### src/common/tes_pkg.sv
// Summary of operation
// - a frame trigger comes from the external pin or a software command
// - the trigger pin polarity is selectable, high active or low active
// - edge mode exposes once per trigger for the programmed exposure time
// - level mode exposes for as long as the filtered pin trigger, or the software trigger when selected, stays active
// - burst mode exposes and transfers several frames from one trigger
// - a fixed nonzero latency lies between trigger and exposure start
// - a programmable delay is added before exposure starts
// - the trigger pin passes spike rejection and debounce filters
// - an event pulse marks each accepted trigger
// - an event pulse marks each rejected trigger
// - an event pulse marks the start of waiting for a trigger
// - event pulses mark start and end of each usb frame transfer
// - event pulses mark start and end of each exposure
// - event pulses mark start and end of each strobe pulse, after the strobe delay
// - strobe output with configurable delay and pulse width
// - a software level output follows a host setting directly
// - integration window output is high from exposure start to end
// - capture busy is high from exposure start until readout completes
// - usb send busy is high while image data is sent
// - awaiting indication high while ready; a trigger then starts exposure
// - manual exposure time counts in one microsecond steps
package tes_pkg;
	localparam int CLK_MHZ = 25;
	localparam int US_NS = 1000;
	localparam int CLK_PERIOD_NS = 40;
	localparam int CYC_PER_US = US_NS / CLK_PERIOD_NS;
	localparam int LATENCY_CYC = 2;
	localparam int TIME_W = 24;
	localparam int FILT_W = 16;
	localparam int BURST_W = 8;
	localparam logic [1:0] MODE_EDGE = 2'h0;
	localparam logic [1:0] MODE_LEVEL = 2'h1;
	localparam logic [1:0] MODE_BURST = 2'h2;

	typedef enum logic [6:0] {
		ST_WAIT = 7'h01,
		ST_LAT = 7'h02,
		ST_DELAY = 7'h04,
		ST_EXPO = 7'h08,
		ST_READ = 7'h10,
		ST_SEND = 7'h20,
		ST_GAP = 7'h40
	} tes_state_type;

	typedef struct packed {
		logic trigger_accepted;
		logic trigger_rejected;
		logic awaiting_trigger;
		logic usb_send_begin;
		logic usb_send_finish;
		logic integration_begin;
		logic integration_finish;
		logic strobe_timer_begin;
		logic strobe_timer_finish;
	} tes_event_type;

	typedef struct packed {
		logic [1:0] mode;
		logic active_low;
		logic use_software;
		logic [TIME_W-1:0] exposure_us;
		logic [TIME_W-1:0] delay_us;
		logic [BURST_W-1:0] burst_frame_count;
		logic [FILT_W-1:0] glitch_cyc;
		logic [FILT_W-1:0] debounce_cyc;
	} tes_cfg_type;
endpackage

### src/rtl/tes_filter.sv
`timescale 1ns/100ps
// polarity correction, spike rejection and debounce of the trigger pin
module tes_filter import tes_pkg::*; #(
	parameter int W = FILT_W
) (
	// clock and reset
	input wire logic i_clk,
	input wire logic i_rst,
	// pin and settings
	input wire logic i_pin,
	input wire logic i_active_low,
	input wire logic [W-1:0] i_glitch_cyc,
	input wire logic [W-1:0] i_debounce_cyc,
	// cleaned active-high level
	output logic o_level
);
	initial if (W < 2) $error("filter width too small");
	logic raw;
	logic glitch_ff;
	logic [W-1:0] gcnt_ff;
	logic [W-1:0] dcnt_ff;
	logic hold_ff;
	logic level_ff;

	assign raw = i_pin ^ i_active_low;

	// spike rejection: a new level must persist glitch_cyc + 1 cycles
	always_ff @(posedge i_clk) begin
		if (i_rst) begin
			glitch_ff <= 1'b0;
			gcnt_ff <= '0;
		end else if (raw == glitch_ff) begin
			gcnt_ff <= '0;
		end else if (gcnt_ff >= i_glitch_cyc) begin
			glitch_ff <= raw;
			gcnt_ff <= '0;
		end else begin
			gcnt_ff <= gcnt_ff + 1'b1;
		end
	end

	// debounce: after a change the output holds for debounce_cyc + 2 cycles
	always_ff @(posedge i_clk) begin
		if (i_rst) begin
			level_ff <= 1'b0;
			dcnt_ff <= '0;
			hold_ff <= 1'b0;
		end else if (hold_ff) begin
			if (dcnt_ff >= i_debounce_cyc) hold_ff <= 1'b0;
			else dcnt_ff <= dcnt_ff + 1'b1;
		end else if (glitch_ff != level_ff) begin
			level_ff <= glitch_ff;
			dcnt_ff <= '0;
			hold_ff <= 1'b1;
		end
	end

	assign o_level = level_ff;
endmodule

### src/rtl/tes_strobe.sv
`timescale 1ns/100ps
// strobe timer: delay then pulse, both in microsecond ticks
module tes_strobe import tes_pkg::*; #(
	parameter int W = TIME_W
) (
	// clock and reset
	input wire logic i_clk,
	input wire logic i_rst,
	// control
	input wire logic i_start,
	input wire logic i_us_tick,
	input wire logic [W-1:0] i_delay_us,
	input wire logic [W-1:0] i_width_us,
	// results
	output logic o_pulse,
	output logic o_begin,
	output logic o_finish
);
	initial if (W < 2) $error("strobe width too small");
	logic [W-1:0] cnt_ff;
	logic wait_ff;
	logic pulse_ff;
	logic begin_ff;
	logic finish_ff;

	// sequence delay then pulse; a zero width yields no pulse
	always_ff @(posedge i_clk) begin
		if (i_rst) begin
			cnt_ff <= '0;
			wait_ff <= 1'b0;
			pulse_ff <= 1'b0;
			begin_ff <= 1'b0;
			finish_ff <= 1'b0;
		end else begin
			begin_ff <= 1'b0;
			finish_ff <= 1'b0;
			if (i_start && !wait_ff && !pulse_ff) begin
				wait_ff <= 1'b1;
				cnt_ff <= '0;
			end else if (wait_ff && (cnt_ff >= i_delay_us)) begin
				wait_ff <= 1'b0;
				cnt_ff <= '0;
				if (i_width_us != '0) begin
					pulse_ff <= 1'b1;
					begin_ff <= 1'b1;
				end
			end else if (pulse_ff && (cnt_ff >= i_width_us)) begin
				pulse_ff <= 1'b0;
				finish_ff <= 1'b1;
			end else if ((wait_ff || pulse_ff) && i_us_tick) begin
				cnt_ff <= cnt_ff + 1'b1;
			end
		end
	end

	assign o_pulse = pulse_ff;
	assign o_begin = begin_ff;
	assign o_finish = finish_ff;
endmodule

### src/rtl/tes_sequencer.sv
`timescale 1ns/100ps
// trigger and exposure sequencer top
module tes_sequencer import tes_pkg::*; #(
	parameter int TW = TIME_W,
	parameter int FW = FILT_W,
	parameter int BW = BURST_W,
	parameter int LAT = LATENCY_CYC
) (
	// clock and reset
	input wire logic I_CLK,
	input wire logic I_RST,
	// trigger sources
	input wire logic I_TRIG_PIN,
	input wire logic I_SW_TRIG,
	// configuration
	input wire tes_cfg_type I_CFG,
	input wire logic [TW-1:0] I_STROBE_DELAY_US,
	input wire logic [TW-1:0] I_STROBE_WIDTH_US,
	input wire logic I_SOFTWARE_LEVEL,
	input wire logic [2:0] I_GPIO_SEL,
	// readout and usb handshakes from the datapath
	input wire logic I_READOUT_DONE,
	input wire logic I_USB_DONE,
	// status outputs
	output logic O_INTEGRATION_WINDOW,
	output logic O_CAPTURE_BUSY,
	output logic O_USB_SEND_BUSY,
	output logic O_AWAITING_TRIGGER,
	output logic O_STROBE_PULSE,
	output logic O_SOFTWARE_LEVEL,
	output logic O_GPIO,
	// events, one-cycle pulses
	output tes_event_type O_EVENT
);
	initial if (TW != TIME_W || FW != FILT_W || BW != BURST_W || LAT < 1)
		$error("unsupported parameter values");

	tes_state_type state_ff, nxt_state;
	logic level;
	logic level_d_ff;
	logic rise;
	logic trig;
	logic [4:0] tick_cnt_ff;
	logic us_tick;
	logic [TW-1:0] cnt_ff;
	logic [4:0] phase_ff;
	logic [BW-1:0] frames_ff;
	logic [7:0] lat_ff;
	logic strobe_begin;
	logic strobe_finish;
	logic strobe_pulse;
	logic wait_start_ff;
	logic cap_ff;
	logic [1:0] mode_ff;
	tes_event_type ev_ff;

	// cleaned trigger level, polarity applied first
	tes_filter #(.W(FW)) u_filter (
		.i_clk(I_CLK),
		.i_rst(I_RST),
		.i_pin(I_TRIG_PIN),
		.i_active_low(I_CFG.active_low),
		.i_glitch_cyc(I_CFG.glitch_cyc),
		.i_debounce_cyc(I_CFG.debounce_cyc),
		.o_level(level)
	);

	// strobe timer launched at each exposure start that finds it idle
	tes_strobe #(.W(TW)) u_strobe (
		.i_clk(I_CLK),
		.i_rst(I_RST),
		.i_start(ev_ff.integration_begin),
		.i_us_tick(us_tick),
		.i_delay_us(I_STROBE_DELAY_US),
		.i_width_us(I_STROBE_WIDTH_US),
		.o_pulse(strobe_pulse),
		.o_begin(strobe_begin),
		.o_finish(strobe_finish)
	);

	// one microsecond tick divider
	always_ff @(posedge I_CLK) begin
		if (I_RST) tick_cnt_ff <= '0;
		else if (tick_cnt_ff == 5'(CYC_PER_US - 1)) tick_cnt_ff <= '0;
		else tick_cnt_ff <= tick_cnt_ff + 1'b1;
	end
	assign us_tick = (tick_cnt_ff == 5'(CYC_PER_US - 1));

	// edge detection on the filtered level
	always_ff @(posedge I_CLK) begin
		if (I_RST) level_d_ff <= 1'b0;
		else level_d_ff <= level;
	end
	assign rise = level && !level_d_ff;
	assign trig = I_CFG.use_software ? I_SW_TRIG : rise;

	// next state
	always_comb begin
		nxt_state = state_ff;
		unique case (state_ff)
			ST_WAIT: if (trig) nxt_state = ST_LAT;
			ST_LAT: if (lat_ff == 8'(LAT - 1)) nxt_state = ST_DELAY;
			ST_DELAY: if (cnt_ff >= I_CFG.delay_us) nxt_state = ST_EXPO;
			ST_EXPO: begin
				if (mode_ff == MODE_LEVEL) begin
					if (!(I_CFG.use_software ? I_SW_TRIG : level)) nxt_state = ST_READ;
				end else if (cnt_ff >= I_CFG.exposure_us) begin
					nxt_state = ST_READ;
				end
			end
			ST_READ: if (I_READOUT_DONE) nxt_state = ST_SEND;
			ST_SEND: begin
				if (I_USB_DONE) begin
					if (mode_ff == MODE_BURST && frames_ff > 8'(1)) nxt_state = ST_GAP;
					else nxt_state = ST_WAIT;
				end
			end
			ST_GAP: nxt_state = ST_EXPO;
			default: nxt_state = ST_WAIT;
		endcase
	end

	// state register
	always_ff @(posedge I_CLK) begin
		if (I_RST) state_ff <= ST_WAIT;
		else state_ff <= nxt_state;
	end

	// latency and microsecond counters; the phase restarts at each state entry so
	// delay and exposure last whole microseconds, not up to one tick short
	always_ff @(posedge I_CLK) begin
		if (I_RST) begin
			lat_ff <= '0;
			cnt_ff <= '0;
			phase_ff <= '0;
		end else if (state_ff != nxt_state) begin
			lat_ff <= '0;
			cnt_ff <= '0;
			phase_ff <= '0;
		end else begin
			if (state_ff == ST_LAT) lat_ff <= lat_ff + 1'b1;
			if (phase_ff == 5'(CYC_PER_US - 1)) begin
				phase_ff <= '0;
				cnt_ff <= cnt_ff + 1'b1;
			end else begin
				phase_ff <= phase_ff + 1'b1;
			end
		end
	end

	// mode and burst count latched on acceptance
	always_ff @(posedge I_CLK) begin
		if (I_RST) begin
			mode_ff <= MODE_EDGE;
			frames_ff <= '0;
		end else if (state_ff == ST_WAIT && trig) begin
			mode_ff <= I_CFG.mode;
			frames_ff <= I_CFG.burst_frame_count;
		end else if (state_ff == ST_SEND && I_USB_DONE && frames_ff != '0) begin
			frames_ff <= frames_ff - 1'b1;
		end
	end

	// capture busy from exposure start until readout completes
	always_ff @(posedge I_CLK) begin
		if (I_RST) cap_ff <= 1'b0;
		else if (state_ff != ST_EXPO && nxt_state == ST_EXPO) cap_ff <= 1'b1;
		else if (state_ff == ST_READ && I_READOUT_DONE) cap_ff <= 1'b0;
	end

	// wait-start marker on each rise of the awaiting level, the first after reset too
	always_ff @(posedge I_CLK) begin
		if (I_RST) wait_start_ff <= 1'b0;
		else wait_start_ff <= nxt_state == ST_WAIT && !O_AWAITING_TRIGGER;
	end

	// event pulses
	always_ff @(posedge I_CLK) begin
		if (I_RST) begin
			ev_ff <= '0;
		end else begin
			ev_ff.trigger_accepted <= state_ff == ST_WAIT && trig;
			ev_ff.trigger_rejected <= state_ff != ST_WAIT && trig;
			ev_ff.awaiting_trigger <= wait_start_ff;
			ev_ff.integration_begin <= state_ff != ST_EXPO && nxt_state == ST_EXPO;
			ev_ff.integration_finish <= state_ff == ST_EXPO && nxt_state != ST_EXPO;
			ev_ff.usb_send_begin <= state_ff != ST_SEND && nxt_state == ST_SEND;
			ev_ff.usb_send_finish <= state_ff == ST_SEND && nxt_state != ST_SEND;
			ev_ff.strobe_timer_begin <= strobe_begin;
			ev_ff.strobe_timer_finish <= strobe_finish;
		end
	end

	// status outputs
	always_ff @(posedge I_CLK) begin
		if (I_RST) begin
			O_INTEGRATION_WINDOW <= 1'b0;
			O_USB_SEND_BUSY <= 1'b0;
			O_AWAITING_TRIGGER <= 1'b0;
			O_SOFTWARE_LEVEL <= 1'b0;
		end else begin
			O_INTEGRATION_WINDOW <= nxt_state == ST_EXPO;
			O_USB_SEND_BUSY <= nxt_state == ST_SEND;
			O_AWAITING_TRIGGER <= nxt_state == ST_WAIT;
			O_SOFTWARE_LEVEL <= I_SOFTWARE_LEVEL;
		end
	end

	// selectable gpio pin
	always_ff @(posedge I_CLK) begin
		if (I_RST) begin
			O_GPIO <= 1'b0;
		end else begin
			unique case (I_GPIO_SEL)
				3'h0: O_GPIO <= strobe_pulse;
				3'h1: O_GPIO <= I_SOFTWARE_LEVEL;
				3'h2: O_GPIO <= nxt_state == ST_EXPO;
				3'h3: O_GPIO <= cap_ff;
				3'h4: O_GPIO <= nxt_state == ST_SEND;
				3'h5: O_GPIO <= nxt_state == ST_WAIT;
				default: O_GPIO <= 1'b0;
			endcase
		end
	end

	assign O_CAPTURE_BUSY = cap_ff;
	assign O_STROBE_PULSE = strobe_pulse;
	assign O_EVENT = ev_ff;
endmodule

### config.mk
export PLATFORM = sky130hd
export DESIGN_NAME = tes_sequencer
export DESIGN_NICKNAME = d
export VERILOG_FILES = /design/src/common/tes_pkg.sv /design/src/rtl/tes_filter.sv /design/src/rtl/tes_strobe.sv /design/src/rtl/tes_sequencer.sv
export SDC_FILE = /design/constraint.sdc
export NUM_CORES = 1
export LEC_CHECK = 0
export ABC_AREA = 1
export BUFFER_PORTS_ARGS = -buffer_cell sky130_fd_sc_hd__buf_2
export CORE_UTILIZATION = 25
export DETAILED_ROUTE_END_ITERATION = 12
export GPL_TIMING_DRIVEN = 0
export PLACE_DENSITY = 0.43
export SLEW_MARGIN = 20
export SYNTH_ARGS = -nofsm -noshare
export SYNTH_HDL_FRONTEND = slang
export SYNTH_HIERARCHICAL = 1
export SYNTH_SLANG_ARGS = --single-unit
### constraint.sdc
create_clock -name I_CLK -period 2.6 [get_ports I_CLK]
set_clock_uncertainty 0.2 [all_clocks]
set_input_delay 0.13 -clock I_CLK [delete_from_list [all_inputs] [get_ports I_CLK]]
set_output_delay 0.13 -clock I_CLK [all_outputs]
set_load 0.005 [all_outputs]
==> results of run 1 <==
[routing by layer]
metal  part of all wire (%)  vias up  GRT usage [%]
met3                    2.9       28          2.528
li1                       -     5587              -
met2                     50      146          25.92
met4                    1.2        6          3.248
met5                   0.11        -              0
met1                     46     4792          17.29
[worst register-to-register path: cells and delay by family (launching register included)]
kind | cells | cell delay (ns)
flops | 1 | 0.36
buf+inv | 4 | 0.48
fa+ha+maj | 1 | 0.20
simple gates | 14 | 1.18
[worst paths after layout]
| kind | startpoint | to | cells after the start |
|---|---|---|---|
| setup / recovery | cnt_ff[0] | cnt_ff[13] | 19 |
| hold / removal | I_GPIO_SEL[2] | O_GPIO | 6 |
| setup reg to reg | cnt_ff[0] | cnt_ff[13] | 19 |
| hold reg to reg | u_strobe/o_finish | O_EVENT[0] | 2 |
[power by group]
group	total [W]	switching, W	leakage, nW	internal [W]
Clock	0.00234	0.000970	0.263	0.00137
Combinational	0.000734	0.000401	5.20	0.000333
Sequential	0.00219	0.0000275	1.14	0.00216
[sequential cells by signal, summed over array words and instances, names as in the netlist, 2 cells and up]
signal and count:
u_filter/dcnt_ff 16, u_filter/gcnt_ff 16, phase_ff 5, O_EVENT 9
mode_ff 2, state_ff 7, u_strobe/cnt_ff 24, tick_cnt_ff 5
frames_ff 8, lat_ff 8, cnt_ff 24
[logic make-up (layout without fill, tap and decap cells)]
group | count (synthesis) | after routing
AOI/OAI and AO/OA | 165 | 165
xor gates and xnor gates | 57 | 57
adders and majority gates | 140 | 140
buffers and inverters | 313 | 556
DFF | 139 | 139
and+or+nand+nor | 792 | 792
[synthesized netlist by cell type (6+ instances only)]
cell      number  area (sq um)
a21oi_1       79         395.4
a21oi_2       27         236.5
buf_6          6         67.56
clkbuf_1       8         30.03
dfxtp_1      139          2783
ha_1         140          1752
inv_1        277          1040
inv_2         12         45.04
nand2_1      325          1220
nand2_2       26         162.7
nand3_1      100         500.5
nand3b_1       6         45.04
nand4_1       28         175.2
nor2_1       207         777.0
nor2_2        15         93.84
nor3_1        40         200.2
nor3_2        12         120.1
nor4_1         7         43.79
o211ai_1       6         45.04
o21a_1         8         60.06
o21ai_0       32         160.2
or2_2          8         50.05
xnor2_1       17         148.9
xor2_1        40         350.3
[per-stage QoR]
step / cells / setup WS [ns] / instance area, sq um / power (W) / util [%]
5_1_grt: 2434 / -0.07825 / 13710 / 0.005550 / 31.84
3_5_place_dp: 2356 / -0.2002 / 12460 / 0.002877 / 28.92
6_report: 2434 / 0.09197 / 13710 / 0.005259 / 31.84
2_1_floorplan: 1606 / 0.4167 / 10900 / 0.002621 / -
3_3_place_gp: 2356 / -0.1722 / 12460 / 0.002868 / 28.92
4_1_cts: 2412 / 0.007736 / 13330 / 0.005316 / 30.93
[timing repair]
action / 4_1_cts / 5_1_grt
pin swaps: 3 / 22
endpoints found under the setup margin: 53 / 58
gates resized for setup: 25 / 63
setup buffers: 2 / 21
hold buffers: 21 / 0
gates cloned: 1 / 1
endpoints found under the hold margin: 25 / 0
[area by class of cell]
| class | count | area share [%] |
|---|---|---|
| multi-input cells | 1154 | 51.26 |
| flip-flops and latches | 139 | 20.59 |
| repair buffers | 211 | 9.260 |
| inverters | 290 | 7.983 |
| well taps | 585 | 5.337 |
| clock buffers | 22 | 3.385 |
| plain buffers | 23 | 1.505 |
| clock inverters | 10 | 0.6751 |
==> flow_metrics.env, run 1 <==
export IMPL_fmax_ghz=0.3987
export IMPL_nets=2126
export IMPL_fill_cells=4806
export IMPL_antenna_found_initial=3
export IMPL_die_y_um=210.8
export IMPL_worst_path_max_fanout=6
export IMPL_synth_xor_xnor_area_share_pct=4.581
export IMPL_final_max_slew_viol_count=0
export IMPL_area_growth_pct=25.84
export IMPL_grt_overflow_total=0
export IMPL_synth_fa_ha_area_share_pct=16.07
export IMPL_dieArea_sq_mm=0.04443
export IMPL_status="finished clean"
export IMPL_setup_tns_ns=0
export IMPL_synthSimpleGateAreaFrac_pct=32.93
export IMPL_syn_inst=1606
export IMPL_vias_per_cell=4.338
export IMPL_pin_count=166
export IMPL_wirelength_um=31350
export IMPL_drt_iter0_drc=404
export IMPL_crit_chain="inv_6 > ha_4 > nand2_2 > nor2_2 > nor2_1 > nand2_1 > nand2_1 > nand2_1 > nand2_1 > nand3_2 > nand2_2 > nand2_2 > nand2_2 > nand2_2 > inv_2 > nand4_4 > buf_4 > buf_12 > nor3_2"
export IMPL_cpMaxStageDelayCell="dfxtp_4"
export IMPL_drcViolationCount=0
export IMPL_rsz0062_at_grt="yes"
export IMPL_syn_area_sq_mm=0.01090
export IMPL_synth_top_family_by_area="simple AND/OR/NAND/NOR gates"
export IMPL_port_buffers=165
export IMPL_timing_critical_path_buf_inv=4
export IMPL_tightest_slew_ns=0.7134
export IMPL_vdd_drop_max_v=0.0003259
export IMPL_fp_coreArea_sq_mm=0.04308
export IMPL_p_per_area_mw_per_mm2=383.5
export IMPL_cp_required_ns=2.74
export IMPL_final_common_cell="nand2_1"
export IMPL_synth_edf_count=0
export IMPL_muxShareOfSynthArea_pct=0
export IMPL_synth_compound_area_share_pct=9.254
export IMPL_synthFlopType="dfxtp_1"
export IMPL_clkLatencyLatePin_ns=0.42
export IMPL_cts_tree="yes"
export IMPL_clockBufferDepth=2
export IMPL_ant_nets=0
export IMPL_mappedNetlistNets=1896
export IMPL_end_kind="flop"
export IMPL_grt_pass1_vias=10040
export IMPL_ys_ff_latch=139
export IMPL_slew_headroom_pct=51.93
export IMPL_setup_viol=0
export IMPL_drtPass1Iterations=7
export IMPL_htree_levels=4
export IMPL_die_w_um=210.8
export IMPL_diodes=0
export IMPL_layout_common_cells="nand2_1, inv_1, nor2_1"
export IMPL_syn_avg_cell_area_sq_um=6.786
export IMPL_clkTransAtPathRegs_ns=0.06
export IMPL_cts_made_buffers=17
export IMPL_vias=10560
export IMPL_period_share_pct=96.46
export IMPL_hold_viol_final=0
export IMPL_grt_max_degree=17
export IMPL_sequential_cell_area_sq_mm=0.002824
export IMPL_gp_congestion=0.8156
export IMPL_hpwl_um=25120
export IMPL_synth_cell_types=48
export IMPL_rows=76
export IMPL_grt_pass1_wl_um=50130
export IMPL_initial_core_util_pct=25.30
export IMPL_ys_seq_area_share_pct=25.53
export IMPL_maxCapViolations=0
export IMPL_multi_input_area_sq_mm=0.007030
export IMPL_finalCriticalPeriod_ns=2.508
export IMPL_drive_above_1_share_pct=22.28
export IMPL_p_leak_nw=6.596
export IMPL_wl_per_cell_um=12.88
export IMPL_yosysWarnings=6
export IMPL_hold_ws_ns=0.01818
export IMPL_max_stage_delay_ns=0.36
export IMPL_crit_type="flop to flop"
export IMPL_async_reset_ff_share_pct=0
export IMPL_cpMostUsedCell="nand2_2"
export IMPL_hp_class="input pin to flop"
export IMPL_path_delay_family="simple AND/OR/NAND/NOR gates"
export IMPL_track_usage_pct=14.25
export IMPL_clock_sinks=139
export IMPL_cts_root_buf="clkbuf_16"
export IMPL_ff2ff_setup_slack_ns=0.09
export IMPL_start_kind="flop"
export IMPL_crit_arrival_ns=2.65
Note: power is estimated with default switching activity, not from simulation.
==> run 2: changes to the inputs <==
PLACE_DENSITY = 0.44   (was 0.43)
clock period = 2.05 ns   (was 2.6 ns; I/O delays follow)
==> run 2 against run 1 <==
The run now ends with setup timing left. Routed wire length grew 6.3%. Sequential share of layout area shrank 1.9 points. Maximum frequency grew 4.1%. Non-clock buffer count grew 62. Cell area grew 15%. First-iteration DRC count grew 10%. Critical path type unchanged. Largest power group unchanged.
==> flow_metrics.env, run 2 (same netlist as run 1, synthesis figures left out) <==
export IMPL_grt_pass1_wl_um=52980
export IMPL_p_sw_share_pct=26.15
export IMPL_dpl_cell_count=2356
export IMPL_ant_nets=0
export IMPL_clkLatencyLatePin_ns=0.42
export IMPL_grt_overflow_total=0
export IMPL_maxCapViolations=0
export IMPL_clkTransAtPathRegs_ns=0.07
export IMPL_drcViolationCount=0
export IMPL_power_w=0.007209
export IMPL_rsz0062_at_grt="yes"
export IMPL_antenna_found_initial=4
export IMPL_p_switching_w=0.001885
export IMPL_nets=2188
export IMPL_cp_required_ns=2.21
export IMPL_min_delay_start="I_STROBE_WIDTH_US[13]"
export IMPL_fmax_ghz=0.4153
export IMPL_r2r_cells=14
export IMPL_cts_tree="yes"
export IMPL_top_regs="cnt_ff x24, u_strobe/cnt_ff x24"
export IMPL_die_y_um=210.8
export IMPL_wirelength_um=33330
export IMPL_vias_per_cell=4.399
export IMPL_drive_above_1_share_pct=35.03
export IMPL_grt_max_degree=17
export IMPL_drtPass1Iterations=5
export IMPL_crit_type="flop to flop"
export IMPL_final_common_cell="nand2_1"
export IMPL_clkPwrFrac_pct=46.2
export IMPL_end_kind="flop"
export IMPL_hpwl_um=25130
export IMPL_initial_core_util_pct=25.30
export IMPL_cts_made_buffers=17
export IMPL_worst_path_max_fanout=6
export IMPL_setup_viol=66
export IMPL_cts_root_buf="clkbuf_16"
export IMPL_multi_input_area_sq_mm=0.008225
export IMPL_sequential_cell_area_sq_mm=0.002944
export IMPL_htree_levels=4
export IMPL_hp_class="input pin to flop"
export IMPL_gp_congestion=0.8437
export IMPL_p_int_w=0.005324
export IMPL_rows=76
export IMPL_fp_coreArea_sq_mm=0.04308
export IMPL_pin_count=166
export IMPL_p_per_area_mw_per_mm2=456.9
export IMPL_combPwrFrac_pct=15.8
export IMPL_ff2ff_setup_slack_ns=-0.36
export IMPL_vias=10990
export IMPL_cpMaxStageDelayCell="dfxtp_4"
export IMPL_instances_no_fill=2498
export IMPL_reg2reg_to="cnt_ff[1]"
export IMPL_slew_headroom_pct=52.32
export IMPL_final_max_slew_viol_count=0
export IMPL_cpMostUsedCell="nand2_2"
export IMPL_clock_sinks=139
export IMPL_p_leak_nw=7.140
export IMPL_crit_arrival_ns=2.56
export IMPL_pre_cts_slack_ns=-0.7188
export IMPL_max_stage_delay_ns=0.36
export IMPL_vdd_drop_max_v=0.0004993
export IMPL_port_buffers=165
export IMPL_start_kind="flop"
export IMPL_wl_per_cell_um=13.34
export IMPL_fill_cells=4636
export IMPL_track_usage_pct=15.03
export IMPL_hold_ws_ns=0.02570
export IMPL_worst_slack_ns=-0.3582
export IMPL_status="finished, violations left"
export IMPL_period_share_pct=117.5
export IMPL_drt_iter0_drc=446
export IMPL_grt_pass1_vias=10740
export IMPL_layout_common_cells="nand2_1, inv_1, nor2_1"
export IMPL_r2r_start="cnt_ff[15]"
export IMPL_min_path_cells=4
export IMPL_hold_viol_final=0
export IMPL_fin_util_pct=36.63
export IMPL_crit_chain="buf_6 > ha_4 > a21o_1 > nor2_2 > a21oi_4 > nor2_4 > nand2_2 > nand2_2 > nand4_1 > nand2_2 > nand4_4 > buf_12 > buf_8 > a21oi_2"
export IMPL_dieArea_sq_mm=0.04443
export IMPL_violations="setup timing"
export IMPL_holdPathEnd="u_strobe/o_begin"
export IMPL_area_growth_pct=44.78
export IMPL_die_w_um=210.8
export IMPL_seq_power_share_pct=38.0
export IMPL_clockBufferDepth=2
export IMPL_finalCriticalPeriod_ns=2.408
export IMPL_tightest_slew_ns=0.7077
==> run 2: what timing repair did <==
action	4_1_cts	5_1_grt
gates resized for setup	198	182
hold buffers	23	0
pin swaps	47	67
buffers inserted	52	37
hold endpoints to repair	25	0
setup endpoints to repair	110	111
gates cloned	7	2
==> run 2: cell type report <==
| type | count | area share [%] |
|---|---|---|
| Clock inverter | 11 | 1.063 |
| Inverter | 290 | 7.034 |
| Sequential cell | 139 | 18.66 |
| Multi-Input combinational cell | 1154 | 52.13 |
| Buffer | 22 | 1.412 |
| Clock buffer | 20 | 2.895 |
| Tap cell | 585 | 4.639 |
| Antenna cell | 3 | 0.04758 |
| Timing Repair Buffer | 274 | 12.12 |
==> run 2: worst max-delay path, delay by kind of cell (launching register included) <==
kind / cells / cell delay [ns]
flip-flops: 1 / 0.36
buffers and inverters: 3 / 0.45
AND/OR/NAND/NOR: 7 / 0.77
adder cells (fa/ha/maj): 1 / 0.21
AO/OA/AOI/OAI: 3 / 0.34
==> run 2: power groups by stage <==
stage	sequential (W)	combinational [W]	clock, W
after CTS	0.00275	0.00106	0.00343
after global placement	0.00284	0.000806	0
final	0.00274	0.00114	0.00333
after detailed placement	0.00284	0.000822	0
after floorplan	0.00284	0.000504	0
after global routing	0.00274	0.00127	0.00355
==> run 2: layer usage <==
layer	vias up	part of all wire, %	wire length, um	global-route usage, %
met5	-	0.039	13	0
met2	189	51	17060	27.48
met1	5050	44	14570	17.89
met4	2	1.7	568	4.348
li1	5715	-	-	-
met3	33	3.3	1116	2.453
==> run 2: worst max path at each step <==
stage                       endpoint        from  slack (ns)
after CTS                 cnt_ff[13]   cnt_ff[0]       -0.35
after floorplan           cnt_ff[13]   cnt_ff[0]       -0.01
after global placement    cnt_ff[21]  cnt_ff[16]       -0.72
final                      cnt_ff[1]  cnt_ff[15]       -0.36
after global routing      cnt_ff[13]  cnt_ff[12]       -0.51
after detailed placement  cnt_ff[21]  cnt_ff[16]       -0.72
==> run 2: per-stage QoR <==
step                TNS (ns)  area, sq um
global placement      -41.06        12600
floorplan           -0.05429        11040
CTS                   -15.66        14770
global route          -23.49        15780
finish                -14.49        15780
detailed placement    -41.36        12600
